[config.mk]
export PLATFORM = sky130hd
export DESIGN_NAME = ccr_top
export DESIGN_NICKNAME = d
export VERILOG_FILES = /design/src/ccr_pkg.sv /design/src/ccr_top.sv
export SDC_FILE = /design/constraint.sdc
export NUM_CORES = 1
export LEC_CHECK = 0
export ABC_CLOCK_PERIOD_IN_PS = 1900
export BUFFER_PORTS_ARGS = -buffer_cell sky130_fd_sc_hd__buf_2
export CORE_UTILIZATION = 38
export DETAILED_ROUTE_END_ITERATION = 8
export PLACE_DENSITY = 0.76
export SLEW_MARGIN = 20
export SYNTH_ARGS = -nofsm -noshare
export SYNTH_HDL_FRONTEND = slang
export SYNTH_SLANG_ARGS = --single-unit
[constraint.sdc]
create_clock -name I_CLK -period 1.9 [get_ports I_CLK]
set_clock_uncertainty 0.2 [all_clocks]
set_input_delay 0.57 -clock I_CLK [delete_from_list [all_inputs] [get_ports I_CLK]]
set_output_delay 0.57 -clock I_CLK [all_outputs]
set_load 0.01 [all_outputs]
[src/ccr_pkg.sv]
package ccr_pkg;
	// ----------------------------------------
	// register map
	// ----------------------------------------
	localparam logic [7:0] CTRL_STAT_ADDR = 8'h3C;
	localparam logic [7:0] IRQ_STAT_ADDR = 8'h40;
	localparam logic [7:0] IRQ_MASK_ADDR = 8'h44;
	localparam int STS_BIT = 15;
	localparam int EN_BIT = 8;
	localparam int CLKRUN_EN_BIT = 0;
	localparam logic [31:0] CTRL_STAT_RST = 32'h0000_0000;
	localparam logic [1:0] RESP_OKAY = 2'h0;
	localparam logic [1:0] RESP_SLVERR = 2'h2;
	// interrupt status bits
	localparam int IRQ_CONT_BIT = 0;
	localparam int IRQ_START_BIT = 1;
	localparam int IRQ_WAKE_BIT = 2;
	localparam logic [2:0] IRQ_RST = 3'h0;
	// ----------------------------------------
	// timing counts (pci clock edges)
	// ----------------------------------------
	localparam logic [1:0] HOLD_EDGES = 2'h2;
	localparam logic [1:0] IDLE_EDGES = 2'h2;

	typedef enum logic [2:0] {
		ST_IDLE = 3'b001,
		ST_DRIVE = 3'b010,
		ST_WAIT = 3'b100
	} ccr_state_t;

	typedef struct packed {
		logic tx_pending;
		logic rx_pending;
		logic rx_dma_ready;
		logic wake_packet;
	} ccr_work_t;
endpackage

[src/ccr_top.sv]
// The AXI4-Lite slave port was left to the implementer.
module ccr_top (
	input wire logic I_CLK, // pci clock
	input wire logic I_SRST, // sync reset, high
	input wire logic I_HARD_RST, // hard reset: clears control bits
	input wire logic [31:0] I_AWADDR, // axi write address
	input wire logic I_AWVALID, // axi
	output logic O_AWREADY, // axi
	input wire logic [31:0] I_WDATA, // axi
	input wire logic [3:0] I_WSTRB, // axi
	input wire logic I_WVALID, // axi
	output logic O_WREADY, // axi
	output logic [1:0] O_BRESP, // axi
	output logic O_BVALID, // axi
	input wire logic I_BREADY, // axi
	input wire logic [31:0] I_ARADDR, // axi read address
	input wire logic I_ARVALID, // axi
	output logic O_ARREADY, // axi
	output logic [31:0] O_RDATA, // axi
	output logic [1:0] O_RRESP, // axi
	output logic O_RVALID, // axi
	input wire logic I_RREADY, // axi
	input wire logic I_CFG_WR, // config-space write of power mgmt csr
	input wire logic I_CFG_STS_W1C, // config write: clear status
	input wire logic I_CFG_EN, // config write: enable value
	output logic O_CFG_STS, // status mirror for config read
	output logic O_CFG_EN, // enable mirror for config read
	input wire logic I_EE_LOAD, // serial memory autoload strobe
	input wire logic I_EE_EN, // enable value from serial memory
	input wire ccr_pkg::ccr_work_t I_WORK, // pending work, pci clock domain
	input wire logic I_WAKE_EVT, // wake event pulse
	input wire logic I_LINE_IN, // shared pin level
	output logic O_LINE_OUT, // shared pin output value
	output logic O_LINE_OE, // shared pin output enable
	output logic O_RX_CLK_SEL, // 1: rx uses crystal reference
	output logic O_IRQ // level interrupt
);
	// ----------------------------------------
	// line synchroniser
	// ----------------------------------------
	logic line_s1_ff;
	logic line_s2_ff;
	always_ff @(posedge I_CLK) begin
		line_s1_ff <= I_LINE_IN;
		line_s2_ff <= line_s1_ff;
	end

	// ----------------------------------------
	// control / status bits
	// ----------------------------------------
	logic sts_ff, en_ff, clkrun_en_ff, aw_ok, w_ok, wr_fire;
	logic aw_held_ff, w_held_ff, set_sts, wr_ctrl, ctrl_clr;
	logic [31:0] aw_addr_ff, w_data_ff, wr_addr, wr_data;
	logic [3:0] w_strb_ff, wr_strb;
	logic [2:0] irq_sts_ff, irq_mask_ff, irq_set;

	assign wr_addr = aw_held_ff ? aw_addr_ff : I_AWADDR;
	assign wr_data = w_held_ff ? w_data_ff : I_WDATA;
	assign wr_strb = w_held_ff ? w_strb_ff : I_WSTRB;
	// a channel counts only once its ready took it, else a ghost write follows
	assign aw_ok = aw_held_ff | (I_AWVALID & O_AWREADY);
	assign w_ok = w_held_ff | (I_WVALID & O_WREADY);
	assign wr_fire = aw_ok & w_ok & ~O_BVALID;
	assign wr_ctrl = wr_fire & (wr_addr[7:0] == ccr_pkg::CTRL_STAT_ADDR);
	// soft reset leaves this register unchanged; only hard reset clears it
	assign ctrl_clr = I_HARD_RST;

	// outside clkrun mode wake events set status regardless of enable; in clkrun mode a request sets it, and requests need enable
	always_ff @(posedge I_CLK) begin
		if (ctrl_clr) begin
			sts_ff <= 1'b0;
		end else if (set_sts) begin
			sts_ff <= 1'b1;
		end else if ((wr_ctrl & wr_strb[1] & wr_data[ccr_pkg::STS_BIT])
				| (I_CFG_WR & I_CFG_STS_W1C)) begin
			sts_ff <= 1'b0;
		end
	end

	always_ff @(posedge I_CLK) begin
		if (ctrl_clr) begin
			en_ff <= 1'b0;
		end else if (I_EE_LOAD) begin
			en_ff <= I_EE_EN;
		end else if (wr_ctrl & wr_strb[1]) begin
			en_ff <= wr_data[ccr_pkg::EN_BIT];
		end else if (I_CFG_WR) begin
			en_ff <= I_CFG_EN;
		end
	end

	always_ff @(posedge I_CLK) begin
		if (ctrl_clr) begin
			clkrun_en_ff <= 1'b0;
		end else if (wr_ctrl & wr_strb[0]) begin
			clkrun_en_ff <= wr_data[ccr_pkg::CLKRUN_EN_BIT];
		end
	end

	always_ff @(posedge I_CLK) begin
		if (I_SRST) begin
			O_CFG_STS <= 1'b0;
			O_CFG_EN <= 1'b0;
		end else begin
			O_CFG_STS <= sts_ff;
			O_CFG_EN <= en_ff;
		end
	end

	// ----------------------------------------
	// clock-run sequencer
	// ----------------------------------------
	ccr_pkg::ccr_state_t state_ff;
	ccr_pkg::ccr_state_t nxt_state;
	logic [1:0] edge_cnt_ff, nxt_edge_cnt, idle_cnt_ff;
	logic need_cont, need_start, line_high, start_ok, is_start_ff;

	assign line_high = line_s2_ff;
	// continue: system wants to stop but transfer still pending
	assign need_cont = I_WORK.tx_pending | I_WORK.rx_pending;
	// start: clock stopped, bus needed for dma or wake
	assign need_start = I_WORK.rx_dma_ready | I_WORK.wake_packet;
	// clkrun mode and enable set; cleared enable forbids requests
	assign start_ok = clkrun_en_ff & en_ff & (idle_cnt_ff == ccr_pkg::IDLE_EDGES)
		& (need_cont | need_start);

	always_ff @(posedge I_CLK) begin
		if (I_SRST) begin
			idle_cnt_ff <= 2'h0;
		end else if (!line_high || state_ff != ccr_pkg::ST_IDLE) begin
			idle_cnt_ff <= 2'h0;
		end else if (idle_cnt_ff != ccr_pkg::IDLE_EDGES) begin
			idle_cnt_ff <= idle_cnt_ff + 2'h1;
		end
	end

	always_comb begin
		nxt_state = state_ff;
		nxt_edge_cnt = edge_cnt_ff;
		case (state_ff)
			ccr_pkg::ST_IDLE: begin
				nxt_edge_cnt = 2'h0;
				if (start_ok) begin
					nxt_state = ccr_pkg::ST_DRIVE;
				end
			end
			ccr_pkg::ST_DRIVE: begin
				nxt_edge_cnt = edge_cnt_ff + 2'h1;
				if (edge_cnt_ff + 2'h1 == ccr_pkg::HOLD_EDGES) begin
					nxt_state = ccr_pkg::ST_WAIT;
				end
			end
			ccr_pkg::ST_WAIT: begin
				// finished event holds nothing: back to idle once line freed
				if (line_high) begin
					nxt_state = ccr_pkg::ST_IDLE;
				end
			end
			default: begin
				nxt_state = ccr_pkg::ST_IDLE;
			end
		endcase
	end

	always_ff @(posedge I_CLK) begin
		if (I_SRST) begin
			state_ff <= ccr_pkg::ST_IDLE;
			edge_cnt_ff <= 2'h0;
		end else begin
			state_ff <= nxt_state;
			edge_cnt_ff <= nxt_edge_cnt;
		end
	end

	always_ff @(posedge I_CLK) begin
		if (I_SRST) begin
			is_start_ff <= 1'b0;
		end else if (state_ff == ccr_pkg::ST_IDLE && start_ok) begin
			is_start_ff <= ~need_cont;
		end
	end

	assign set_sts = (I_WAKE_EVT & ~clkrun_en_ff)
		| (state_ff == ccr_pkg::ST_IDLE & start_ok);

	// ----------------------------------------
	// shared pin drive
	// ----------------------------------------
	always_ff @(posedge I_CLK) begin
		if (I_SRST) begin
			O_LINE_OUT <= 1'b0;
			O_LINE_OE <= 1'b0;
		end else begin
			O_LINE_OUT <= 1'b0;
			if (clkrun_en_ff) begin
				O_LINE_OE <= (nxt_state == ccr_pkg::ST_DRIVE) & en_ff;
			end else begin
				O_LINE_OE <= sts_ff & en_ff;
			end
		end
	end

	// in clkrun mode rx clock follows line: low means pci clock running
	always_ff @(posedge I_CLK) begin
		if (I_SRST) begin
			O_RX_CLK_SEL <= 1'b0;
		end else begin
			O_RX_CLK_SEL <= clkrun_en_ff & line_high;
		end
	end

	// ----------------------------------------
	// interrupts
	// ----------------------------------------
	logic wr_isr;
	logic wr_imr;
	assign wr_isr = wr_fire & (wr_addr[7:0] == ccr_pkg::IRQ_STAT_ADDR) & wr_strb[0];
	assign wr_imr = wr_fire & (wr_addr[7:0] == ccr_pkg::IRQ_MASK_ADDR) & wr_strb[0];
	assign irq_set[ccr_pkg::IRQ_CONT_BIT] = (state_ff == ccr_pkg::ST_DRIVE)
		& (nxt_state == ccr_pkg::ST_WAIT) & ~is_start_ff;
	assign irq_set[ccr_pkg::IRQ_START_BIT] = (state_ff == ccr_pkg::ST_DRIVE)
		& (nxt_state == ccr_pkg::ST_WAIT) & is_start_ff;
	assign irq_set[ccr_pkg::IRQ_WAKE_BIT] = I_WAKE_EVT;

	always_ff @(posedge I_CLK) begin
		if (I_SRST) begin
			irq_sts_ff <= ccr_pkg::IRQ_RST;
		end else begin
			// a new event wins over the clearing write
			irq_sts_ff <= (irq_sts_ff & ~(wr_isr ? wr_data[2:0] : 3'h0)) | irq_set;
		end
	end

	always_ff @(posedge I_CLK) begin
		if (I_SRST) begin
			irq_mask_ff <= ccr_pkg::IRQ_RST;
		end else if (wr_imr) begin
			irq_mask_ff <= wr_data[2:0];
		end
	end

	always_ff @(posedge I_CLK) begin
		if (I_SRST) begin
			O_IRQ <= 1'b0;
		end else begin
			O_IRQ <= |(irq_sts_ff & irq_mask_ff);
		end
	end

	// ----------------------------------------
	// axi4-lite write path
	// ----------------------------------------
	logic wr_known;
	assign wr_known = (wr_addr[7:0] == ccr_pkg::CTRL_STAT_ADDR)
		| (wr_addr[7:0] == ccr_pkg::IRQ_STAT_ADDR)
		| (wr_addr[7:0] == ccr_pkg::IRQ_MASK_ADDR);

	always_ff @(posedge I_CLK) begin
		if (I_SRST) begin
			aw_held_ff <= 1'b0;
			w_held_ff <= 1'b0;
			aw_addr_ff <= 32'h0000_0000;
			w_data_ff <= 32'h0000_0000;
			w_strb_ff <= 4'h0;
			O_BVALID <= 1'b0;
			O_BRESP <= ccr_pkg::RESP_OKAY;
		end else begin
			if (wr_fire) begin
				aw_held_ff <= 1'b0;
				w_held_ff <= 1'b0;
				O_BVALID <= 1'b1;
				O_BRESP <= wr_known ? ccr_pkg::RESP_OKAY : ccr_pkg::RESP_SLVERR;
			end else begin
				if (I_AWVALID & O_AWREADY) begin
					aw_held_ff <= 1'b1;
					aw_addr_ff <= I_AWADDR;
				end
				if (I_WVALID & O_WREADY) begin
					w_held_ff <= 1'b1;
					w_data_ff <= I_WDATA;
					w_strb_ff <= I_WSTRB;
				end
				if (O_BVALID & I_BREADY) begin
					O_BVALID <= 1'b0;
				end
			end
		end
	end

	always_ff @(posedge I_CLK) begin
		if (I_SRST) begin
			O_AWREADY <= 1'b0;
			O_WREADY <= 1'b0;
		end else begin
			O_AWREADY <= ~aw_held_ff & ~O_BVALID & ~(I_AWVALID & O_AWREADY);
			O_WREADY <= ~w_held_ff & ~O_BVALID & ~(I_WVALID & O_WREADY);
		end
	end

	// ----------------------------------------
	// axi4-lite read path
	// ----------------------------------------
	logic [31:0] rd_word;
	logic rd_known;
	always_comb begin
		rd_word = 32'h0000_0000;
		rd_known = 1'b1;
		case (I_ARADDR[7:0])
			ccr_pkg::CTRL_STAT_ADDR: begin
				rd_word[ccr_pkg::STS_BIT] = sts_ff;
				rd_word[ccr_pkg::EN_BIT] = en_ff;
				rd_word[ccr_pkg::CLKRUN_EN_BIT] = clkrun_en_ff;
			end
			ccr_pkg::IRQ_STAT_ADDR: begin
				rd_word[2:0] = irq_sts_ff;
			end
			ccr_pkg::IRQ_MASK_ADDR: begin
				rd_word[2:0] = irq_mask_ff;
			end
			default: begin
				rd_known = 1'b0;
			end
		endcase
	end

	always_ff @(posedge I_CLK) begin
		if (I_SRST) begin
			O_ARREADY <= 1'b0;
			O_RVALID <= 1'b0;
			O_RDATA <= 32'h0000_0000;
			O_RRESP <= ccr_pkg::RESP_OKAY;
		end else if (I_ARVALID & O_ARREADY) begin
			O_ARREADY <= 1'b0;
			O_RVALID <= 1'b1;
			O_RDATA <= rd_word;
			O_RRESP <= rd_known ? ccr_pkg::RESP_OKAY : ccr_pkg::RESP_SLVERR;
		end else if (O_RVALID) begin
			if (I_RREADY) begin
				O_RVALID <= 1'b0;
			end
		end else begin
			O_ARREADY <= 1'b1;
		end
	end
endmodule

==> results of run 1 <==
[routing by layer]
| metal | global-route usage [%] | vias to the layer above | part of all wire, % |
|---|---|---|---|
| met3 | 3.858 | 7 | 5.6 |
| met2 | 26.97 | 66 | 47 |
| li1 | - | 1045 | - |
| met1 | 18.89 | 952 | 45 |
| met5 | 0 | - | 0 |
| met4 | 6.113 | 0 | 1.8 |
[critical path: stages]
cell and delay, ns:
buf_2 0.12, nor4_4 0.31, and4b_2 0.33, o211a_1 0.20, nand2_1 0.06, a32o_1 0.26
[final cells by class]
class                           instances  area, µm²  share of cell area [%]
Clock inverter                          1      7.507                  0.2448
Timing Repair Buffer                   80      467.9                   15.26
Clock buffer                            7      76.32                   2.489
Multi-Input combinational cell        202       1323                   43.13
Sequential cell                        53       1062                   34.64
Tap cell                               77      96.34                   3.142
Inverter                                9      33.78                   1.102
[worst min-delay path by stage]
| stage | endpoint |
|---|---|
| 2_1_floorplan | line_high$_DFF_P_ |
| 3_3_place_gp | line_high$_DFF_P_ |
| 3_5_place_dp | line_high$_DFF_P_ |
| 4_1_cts | line_high$_DFF_P_ |
| 5_1_grt | line_s1_ff$_DFF_P_ |
| 6_report | line_high$_DFF_P_ |
[registers in the layout, summed over array words and instances, names as in the netlist, 2 cells and up]
signal and cells:
O_RDATA 5, w_data_ff 5, state_ff 3, irq_mask_ff 3
edge_cnt_ff 2, irq_sts_ff 3, w_strb_ff 2, idle_cnt_ff 2
aw_addr_ff 8
[timing repair]
| item | in CTS | in global routing |
|---|---|---|
| setup buffers | 0 | 2 |
| pin swaps | 0 | 2 |
| resized for setup | 2 | 3 |
| cloned | 0 | 0 |
| setup endpoints to repair | 2 | 2 |
[kinds of logic (layout without fill, tap and decap cells)]
kind of cell	Yosys count	count (layout)	synth area share, %
and+or+nand+nor	100	100	21.16
DFF	53	53	41.45
buffers and inverters	47	97	11.93
AOI/OAI and AO/OA	39	39	12.07
muxes	30	30	11.93
adders and majority gates	2	2	0.9774
other	1	30	0.1465
xor gates and xnor gates	1	1	0.3422
[metrics by stage]
stage	TNS (ns)	area, µm²	total power, W
after floorplan	0	2669	0.001460
after global placement	-1.784	2947	0.001553
after detailed placement	-2.176	2947	0.001563
after CTS	0	3033	0.002186
after global routing	0	3067	0.002280
final	0	3067	0.002166
[where the power goes]
part | switching, W | leakage [nW] | total, W | internal (W)
Combinational | 0.000183 | 0.985 | 0.000349 | 0.000166
Sequential | 0.0000384 | 0.433 | 0.00120 | 0.00116
Clock | 0.000359 | 0.0385 | 0.000621 | 0.000262
[placed cells by master, fill, tap and decap left out, types with 6 or more instances in the layout]
cell type	netlist	final
conb_1	1	30
nand2_1	14	14
mux2i_1	26	26
buf_4	30	21
a21oi_1	10	10
dfxtp_1	53	52
buf_2	1	58
nor2_1	45	45
inv_1	9	9
nand3_1	6	6
==> flow_summary.ini, run 1 <==
[global_route]
first_global_vias = 1953
grt_pass1_wl_mm = 8.852
gr-total-overflow = 0
grt_max_degree = 28
grt.total_usage_pct = 15.74
grt_antenna_before_repair = 0

[logic_synthesis]
synthTopCellsByCount = dfxtp_1 (53), nor2_1 (45), buf_4 (30)
netlist_instances = 273
ys_top_cells_by_area = dfxtp_1 (41%), mux2i_1 (10%), buf_4 (8.8%)
yosysWarningCount = 0
synth-seq-cells = 53
synth.most_common_cell = dfxtp_1
synth.distinct_cells = 49
yosys.area.top_type_share_pct = 41.45
yosysSeqAreaShare_pct = 41.45
synthArstFlopShare_pct = 0
synth_area_per_cell_um2 = 9.377
synth_top_area_cell = dfxtp_1
synth_edf_count = 0
netlist_area_um2 = 2560
ys.flop_type = dfxtp_1

[worst_setup_path]
timing.rr.start = aw_addr_ff[0]$_SDFFE_PP0P_
crit_fanout = 3
reg2reg_slack_ns = 0.10
startpoint_type = input pin
reg2regPathDepth = 5
endpoint = irq_sts_ff[0]$_SDFF_PP0_
worstPathRequired_ns = 1.90
cp.arrival_ns = 1.84
r2r-end = irq_sts_ff[0]$_SDFF_PP0_
end_kind = flip-flop
crit_start = I_AWADDR[0]
critPathKind = in2reg

[sta]
final-hold-violation-count = 0
period_share_pct = 96.98
period_needed_ns = 1.843
slew_viol_final = 0
fin_ws_ns = 0.05737
max_clock_freq_mhz = 542.7
setup_violations = 0
whs_ns = 0.1442
rsz0062_at_grt = no

[clocking]
cts.reportedPaths.clkPinSlew_ns = 0.09
clock_latency_ns = 0.30
cts_sinks = 53
cts_buffers = 5
ctsHoldBuffers = 0
cts_tree = yes
cts_max_level = 2
cts_buffer_depth = 2
cts_root_buffer = clkbuf_8

[run]
maxCapViolCount = 0

[route]
drt-vias-per-instance = 4.825
drc_errors = 16
vias = 2070
drt_iter0_markers = 118
ant_nets = 0
finalWirelength_mm = 5.267
drtPass1Iterations = 6
wl_per_cell_um = 12.28

[floorplan]
die_w_um = 84.08
rows = 29
core_um2 = 6422
ios = 166
die_area_um2 = 7069
die_h_um = 84.08
start_util_pct = 39.86

[placement]
place_ws_ns = -0.2693
dp_hpwl_mm = 4.116
placed_cells = 419
io_buffer_count = 58
place.gp.congestion = 0.7933

[status]
status = finished, violations left
violations = DRC

[cells_and_area]
n_antenna_cell = 0
area_growth_pct = 19.79
nets = 472
drive_gt1_share_pct = 29.26
final_util_pct = 47.75
fill_cells = 643
fin_cells = 429

[min_path]
hold_start = line_s1_ff$_DFF_P_
hold_depth = 0
hp-class = reg2reg

[power]
ir_drop_v = 0.0003989
power_density_nw_per_um2 = 706.2
p_leak_nw = 1.456
No activity file was read; power rests on OpenSTA's default activity.
==> run 2, diff against run 1 <==
--- a/config.mk
+++ b/config.mk
@@ -7,9 +7,12 @@
 export LEC_CHECK = 0
 export ABC_CLOCK_PERIOD_IN_PS = 1900
 export BUFFER_PORTS_ARGS = -buffer_cell sky130_fd_sc_hd__buf_2
-export CORE_UTILIZATION = 38
+export CELL_PAD_IN_SITES_DETAIL_PLACEMENT = 0
+export CELL_PAD_IN_SITES_GLOBAL_PLACEMENT = 2
+export CORE_UTILIZATION = 20
 export DETAILED_ROUTE_END_ITERATION = 8
-export PLACE_DENSITY = 0.76
+export PLACE_DENSITY_LB_ADDON = 0.1
+export SKIP_CTS_REPAIR_TIMING = 1
 export SLEW_MARGIN = 20
 export SYNTH_ARGS = -nofsm -noshare
 export SYNTH_HDL_FRONTEND = slang
==> run 2 against run 1 <==
The flow now finishes without violations. Via count rose by 0.97%. Hold slack got worse by 0.016 ns. Flip-flop and latch count unchanged. Die area increased by 88%. First-iteration DRC count decreased by 56%. Non-clock buffer count increased by 13. Sequential power barely moved.
==> flow_summary.ini, run 2 (same netlist as run 1, synthesis figures left out) <==
[global_route]
grt_max_degree = 19
gr-total-overflow = 0
grt_pass1_wl_mm = 10.45
grt.total_usage_pct = 10.38
first_global_vias = 2052
grt_antenna_before_repair = 0

[cells_and_area]
area_growth_pct = 30.74
n_antenna_cell = 0
regMostFlops = aw_addr_ff
drive_gt1_share_pct = 32.05
nets = 485
top_regs = aw_addr_ff (8), O_RDATA (5), w_data_ff (5)
largest_reg_flops = 8
final_common_cell = buf_2
layout_common_cells = buf_2 (57), dfxtp_1 (52), nor2_1 (45)

[worst_setup_path]
worstPathRequired_ns = 1.94
crit_start = I_AWADDR[7]
reg2reg_slack_ns = 0.09
end_kind = flip-flop
reg2regPathDepth = 5
timing.rr.start = aw_addr_ff[0]$_SDFFE_PP0P_
r2r-end = irq_sts_ff[1]$_SDFF_PP0_
startpoint_type = input pin
crit_fanout = 4
endpoint = irq_mask_ff[2]$_SDFFE_PP0P_
cp.arrival_ns = 1.85
critPathKind = in2reg

[min_path]
hp-class = reg2reg

[sta]
fin_ws_ns = 0.08936
setup_violations = 0
max_clock_freq_mhz = 552.3
period_share_pct = 95.30
period_needed_ns = 1.811
whs_ns = 0.1280
slew_viol_final = 0
final-hold-violation-count = 0

[route]
drtPass1Iterations = 6
ant_nets = 0
vias = 2090
met1Wirelength_mm = 3.159
drt-vias-per-instance = 3.921
wl_per_cell_um = 12.22
finalWirelength_mm = 6.511
wl_met2_mm = 3.010
drc_errors = 0
top_layer = met4
drt_iter0_markers = 52
dr_wl_met3_um = 243

[placement]
place_ws_ns = -0.3133
dp_hpwl_mm = 5.153
place.gp.congestion = 0.6809
io_buffer_count = 58

[clocking]
cts_root_buffer = clkbuf_16
cts_tree = yes
cts_buffer_depth = 2
cts.reportedPaths.clkPinSlew_ns = 0.07
cts_buffers = 5
clock_latency_ns = 0.29
cts_sinks = 53
cts_max_level = 2

[power]
finalPower_w = 0.002540
power_density_nw_per_um2 = 759.0
ir_drop_v = 0.0003150
p_leak_nw = 1.558

[status]
status = complete, no violations

[floorplan]
die_h_um = 115.1
core_um2 = 12260
rows = 40
start_util_pct = 20.88
die_area_um2 = 13260
die_w_um = 115.1
ios = 166

[run]
maxCapViolCount = 0
==> run 2: cell count changes in the layout (fill, tap and decap cells not counted), moves of 2 or more <==
cell,delta
buf_4,+14
clkbuf_1,-2
clkbuf_16,+5
clkbuf_8,-3
==> run 2: layer usage <==
metal	global-route usage (%)	up-vias
met5	0	-
li1	-	1070
met3	1.529	5
met2	17.07	57
met1	13.63	958
met4	4.156	0
==> run 2: power by group <==
part | internal [W] | switching [W] | leakage [nW] | total, W
combinational | 0.000173 | 0.000187 | 1.04 | 0.000360
clock | 0.000560 | 0.000424 | 0.0799 | 0.000983
sequential | 0.00116 | 0.0000400 | 0.433 | 0.00120
total | 0.00189 | 0.000651 | 1.56 | 0.00254
==> run 2: through the flow <==
step                util [%]   TNS (ns)  std cells  area, µm²
floorplan                  -          0        302       2669
global placement       25.65     -2.749        523       3146
detailed placement     25.65     -2.830        523       3146
CTS                    26.94    -0.1104        531       3303
global route           27.30  -0.004013        533       3347
finish                 27.30          0        533       3347
==> run 2: area by class of cell <==
class	count	area, µm²
inverter	9	33.78
multi-input combinational	202	1321
fill	1359	8915
clock buffer	7	152.6
clock inverter	1	5.005
timing repair buffer	93	559.3
tap	168	210.2
sequential	53	1065
==> run 2: worst max-delay path, cell delays in order <==
cell	delay (ns)
buf_2	0.12
nor4_4	0.28
and4b_2	0.30
buf_4	0.13
o211ai_4	0.10
or2_1	0.23
a21oi_2	0.12
==> run 2: worst min-delay path by stage <==
stage | startpoint | endpoint | slack [ns] | cells past startpoint
after floorplan | line_s1_ff$_DFF_P_ | line_high$_DFF_P_ | 0.11 | 0
final | line_s1_ff$_DFF_P_ | line_high$_DFF_P_ | 0.13 | 0
after global placement | line_s1_ff$_DFF_P_ | line_high$_DFF_P_ | 0.12 | 0
after global routing | line_s1_ff$_DFF_P_ | line_high$_DFF_P_ | 0.14 | 0
after CTS | line_s1_ff$_DFF_P_ | line_high$_DFF_P_ | 0.13 | 0
after detailed placement | line_s1_ff$_DFF_P_ | line_high$_DFF_P_ | 0.11 | 0
==> run 3, diff against run 2 <==
--- a/config.mk
+++ b/config.mk
@@ -9,7 +9,8 @@
 export BUFFER_PORTS_ARGS = -buffer_cell sky130_fd_sc_hd__buf_2
 export CELL_PAD_IN_SITES_DETAIL_PLACEMENT = 0
 export CELL_PAD_IN_SITES_GLOBAL_PLACEMENT = 2
-export CORE_UTILIZATION = 20
+export CORE_UTILIZATION = 21
+export CTS_BUF_LIST = sky130_fd_sc_hd__clkbuf_8
 export DETAILED_ROUTE_END_ITERATION = 8
 export PLACE_DENSITY_LB_ADDON = 0.1
 export SKIP_CTS_REPAIR_TIMING = 1
==> run 3 against run 2 <==
Via count shrank 0.57%. Sequential share of layout area grew 1.4 points. Sequential power about the same. Flip-flop and latch count stayed put. Die area decreased by 4.7%. Combinational power about the same. Clock power is 33% lower. Final area down 4.2%. Non-clock buffer count shrank 5. Critical endpoint is now irq_sts_ff[1]$_SDFF_PP0_. Largest power group unchanged. Highest routed layer unchanged.
==> flow_summary.ini, run 3 (same netlist as run 1, synthesis figures left out) <==
[sta]
final-hold-violation-count = 0
period_needed_ns = 1.862
whs_ns = 0.1353
period_share_pct = 98.01
rsz0062_at_grt = yes
fin_ws_ns = 0.03783
setup_violations = 0
max_clock_freq_mhz = 537.0
slew_viol_final = 0

[placement]
postPlaceCellArea_um2 = 3104
dp_hpwl_mm = 5.049
io_buffer_count = 58
place.gp.congestion = 0.6816
place_ws_ns = -0.3032

[worst_setup_path]
reg2regPathDepth = 5
crit_start = I_AWADDR[0]
cp.arrival_ns = 1.86
path_delay_family = simple AND/OR/NAND/NOR gates
reg2reg_slack_ns = 0.08
timing.rr.start = O_WREADY$_SDFF_PP0_
worstPathRequired_ns = 1.90
critPathBufInv = 1
r2r-end = irq_sts_ff[1]$_SDFF_PP0_
crit_fanout = 3
cp_slowest_stage_delay_ns = 0.34
startpoint_type = input pin
critical_path.cell_chain = buf_4, nor4_4, and4b_2, o211a_1, nand2_1, a32o_1
slowest_stage = and4b_2
critPathKind = in2reg
end_kind = flip-flop

[global_route]
grt_pass1_wl_mm = 10.29
grt.total_usage_pct = 10.48
grt_max_degree = 29
top_usage_layer = met2
grt_antenna_before_repair = 0
gr-total-overflow = 0
met3_usage_pct = 1.728
met1_usage_pct = 14.22
grt_use_met2_pct = 16.89
first_global_vias = 1997

[power]
power_density_nw_per_um2 = 691.5
p_leak_nw = 1.500
ir_drop_v = 0.0002635
finalPower_w = 0.002218

[clocking]
clock_latency_ns = 0.30
cts_max_level = 2
cts.reportedPaths.clkPinSlew_ns = 0.09
cts_buffer_depth = 2
cts_tree = yes
cts_sinks = 53
cts_root_buffer = clkbuf_8
cts_buffers = 5

[route]
finalWirelength_mm = 6.331
drt_iter0_markers = 51
ant_nets = 0
drt-vias-per-instance = 4.139
drc_errors = 0
vias = 2078
wl_per_cell_um = 12.61
drtPass1Iterations = 6

[min_path]
hold_depth = 0
hp-class = reg2reg
min_to = line_high$_DFF_P_
hold_start = line_s1_ff$_DFF_P_

[cells_and_area]
nets = 480
drive_gt1_share_pct = 31.20
layout_common_cells = buf_2 (57), dfxtp_1 (52), nor2_1 (45)
n_antenna_cell = 0
largest_reg_flops = 8
stdcell_area_um2 = 3207
final_common_cell = buf_2
top_regs = aw_addr_ff (8), O_RDATA (5), w_data_ff (5)
area_growth_pct = 25.27
regMostFlops = aw_addr_ff

[floorplan]
start_util_pct = 21.95
die_w_um = 112.4
die_h_um = 112.4
die_area_um2 = 12640
rows = 39
core_um2 = 11660
ios = 166

[run]
maxCapViolCount = 0

[status]
status = complete, no violations
==> run 3: worst max path at each step <==
stage,to,slack [ns],cells after the start
finish,irq_sts_ff[1]$_SDFF_PP0_,0.04,6
global route,irq_mask_ff[2]$_SDFFE_PP0P_,-0.005,6
CTS,irq_mask_ff[2]$_SDFFE_PP0P_,-0.14,6
detailed placement,irq_sts_ff[1]$_SDFF_PP0_,-0.30,6
global placement,irq_sts_ff[0]$_SDFF_PP0_,-0.30,6
floorplan,irq_sts_ff[1]$_SDFF_PP0_,0.007,5
==> run 3: where the power goes <==
group	leakage, nW	internal (W)	switching [W]
sequential	0.433	0.00116	0.0000411
clock	0.0485	0.000285	0.000372
combinational	1.02	0.000175	0.000186
==> run 3: per-stage QoR <==
| step | cells | utilization, % | TNS (ns) |
|---|---|---|---|
| 6_report | 502 | 27.50 | 0 |
| 5_1_grt | 502 | 27.50 | -0.005312 |
| 3_3_place_gp | 495 | 26.62 | -2.874 |
| 2_1_floorplan | 302 | - | 0 |
| 4_1_cts | 502 | 27.36 | -0.7546 |
| 3_5_place_dp | 495 | 26.62 | -2.973 |
==> run 3: routing by layer <==
layer / wire length, µm / vias up
met5: 0 / -
met4: 93 / 0
met3: 241 / 6
met2: 2868 / 70
met1: 3128 / 942
li1: - / 1060
==> run 3: layout make-up <==
type	instances	area, µm²
multi-input cells	202	1313
clock buffers	6	82.58
flip-flops and latches	53	1065
fillers	1244	8456
inverters	9	33.78
well taps	143	178.9
clock inverters	1	3.754
repair buffers	88	530.5
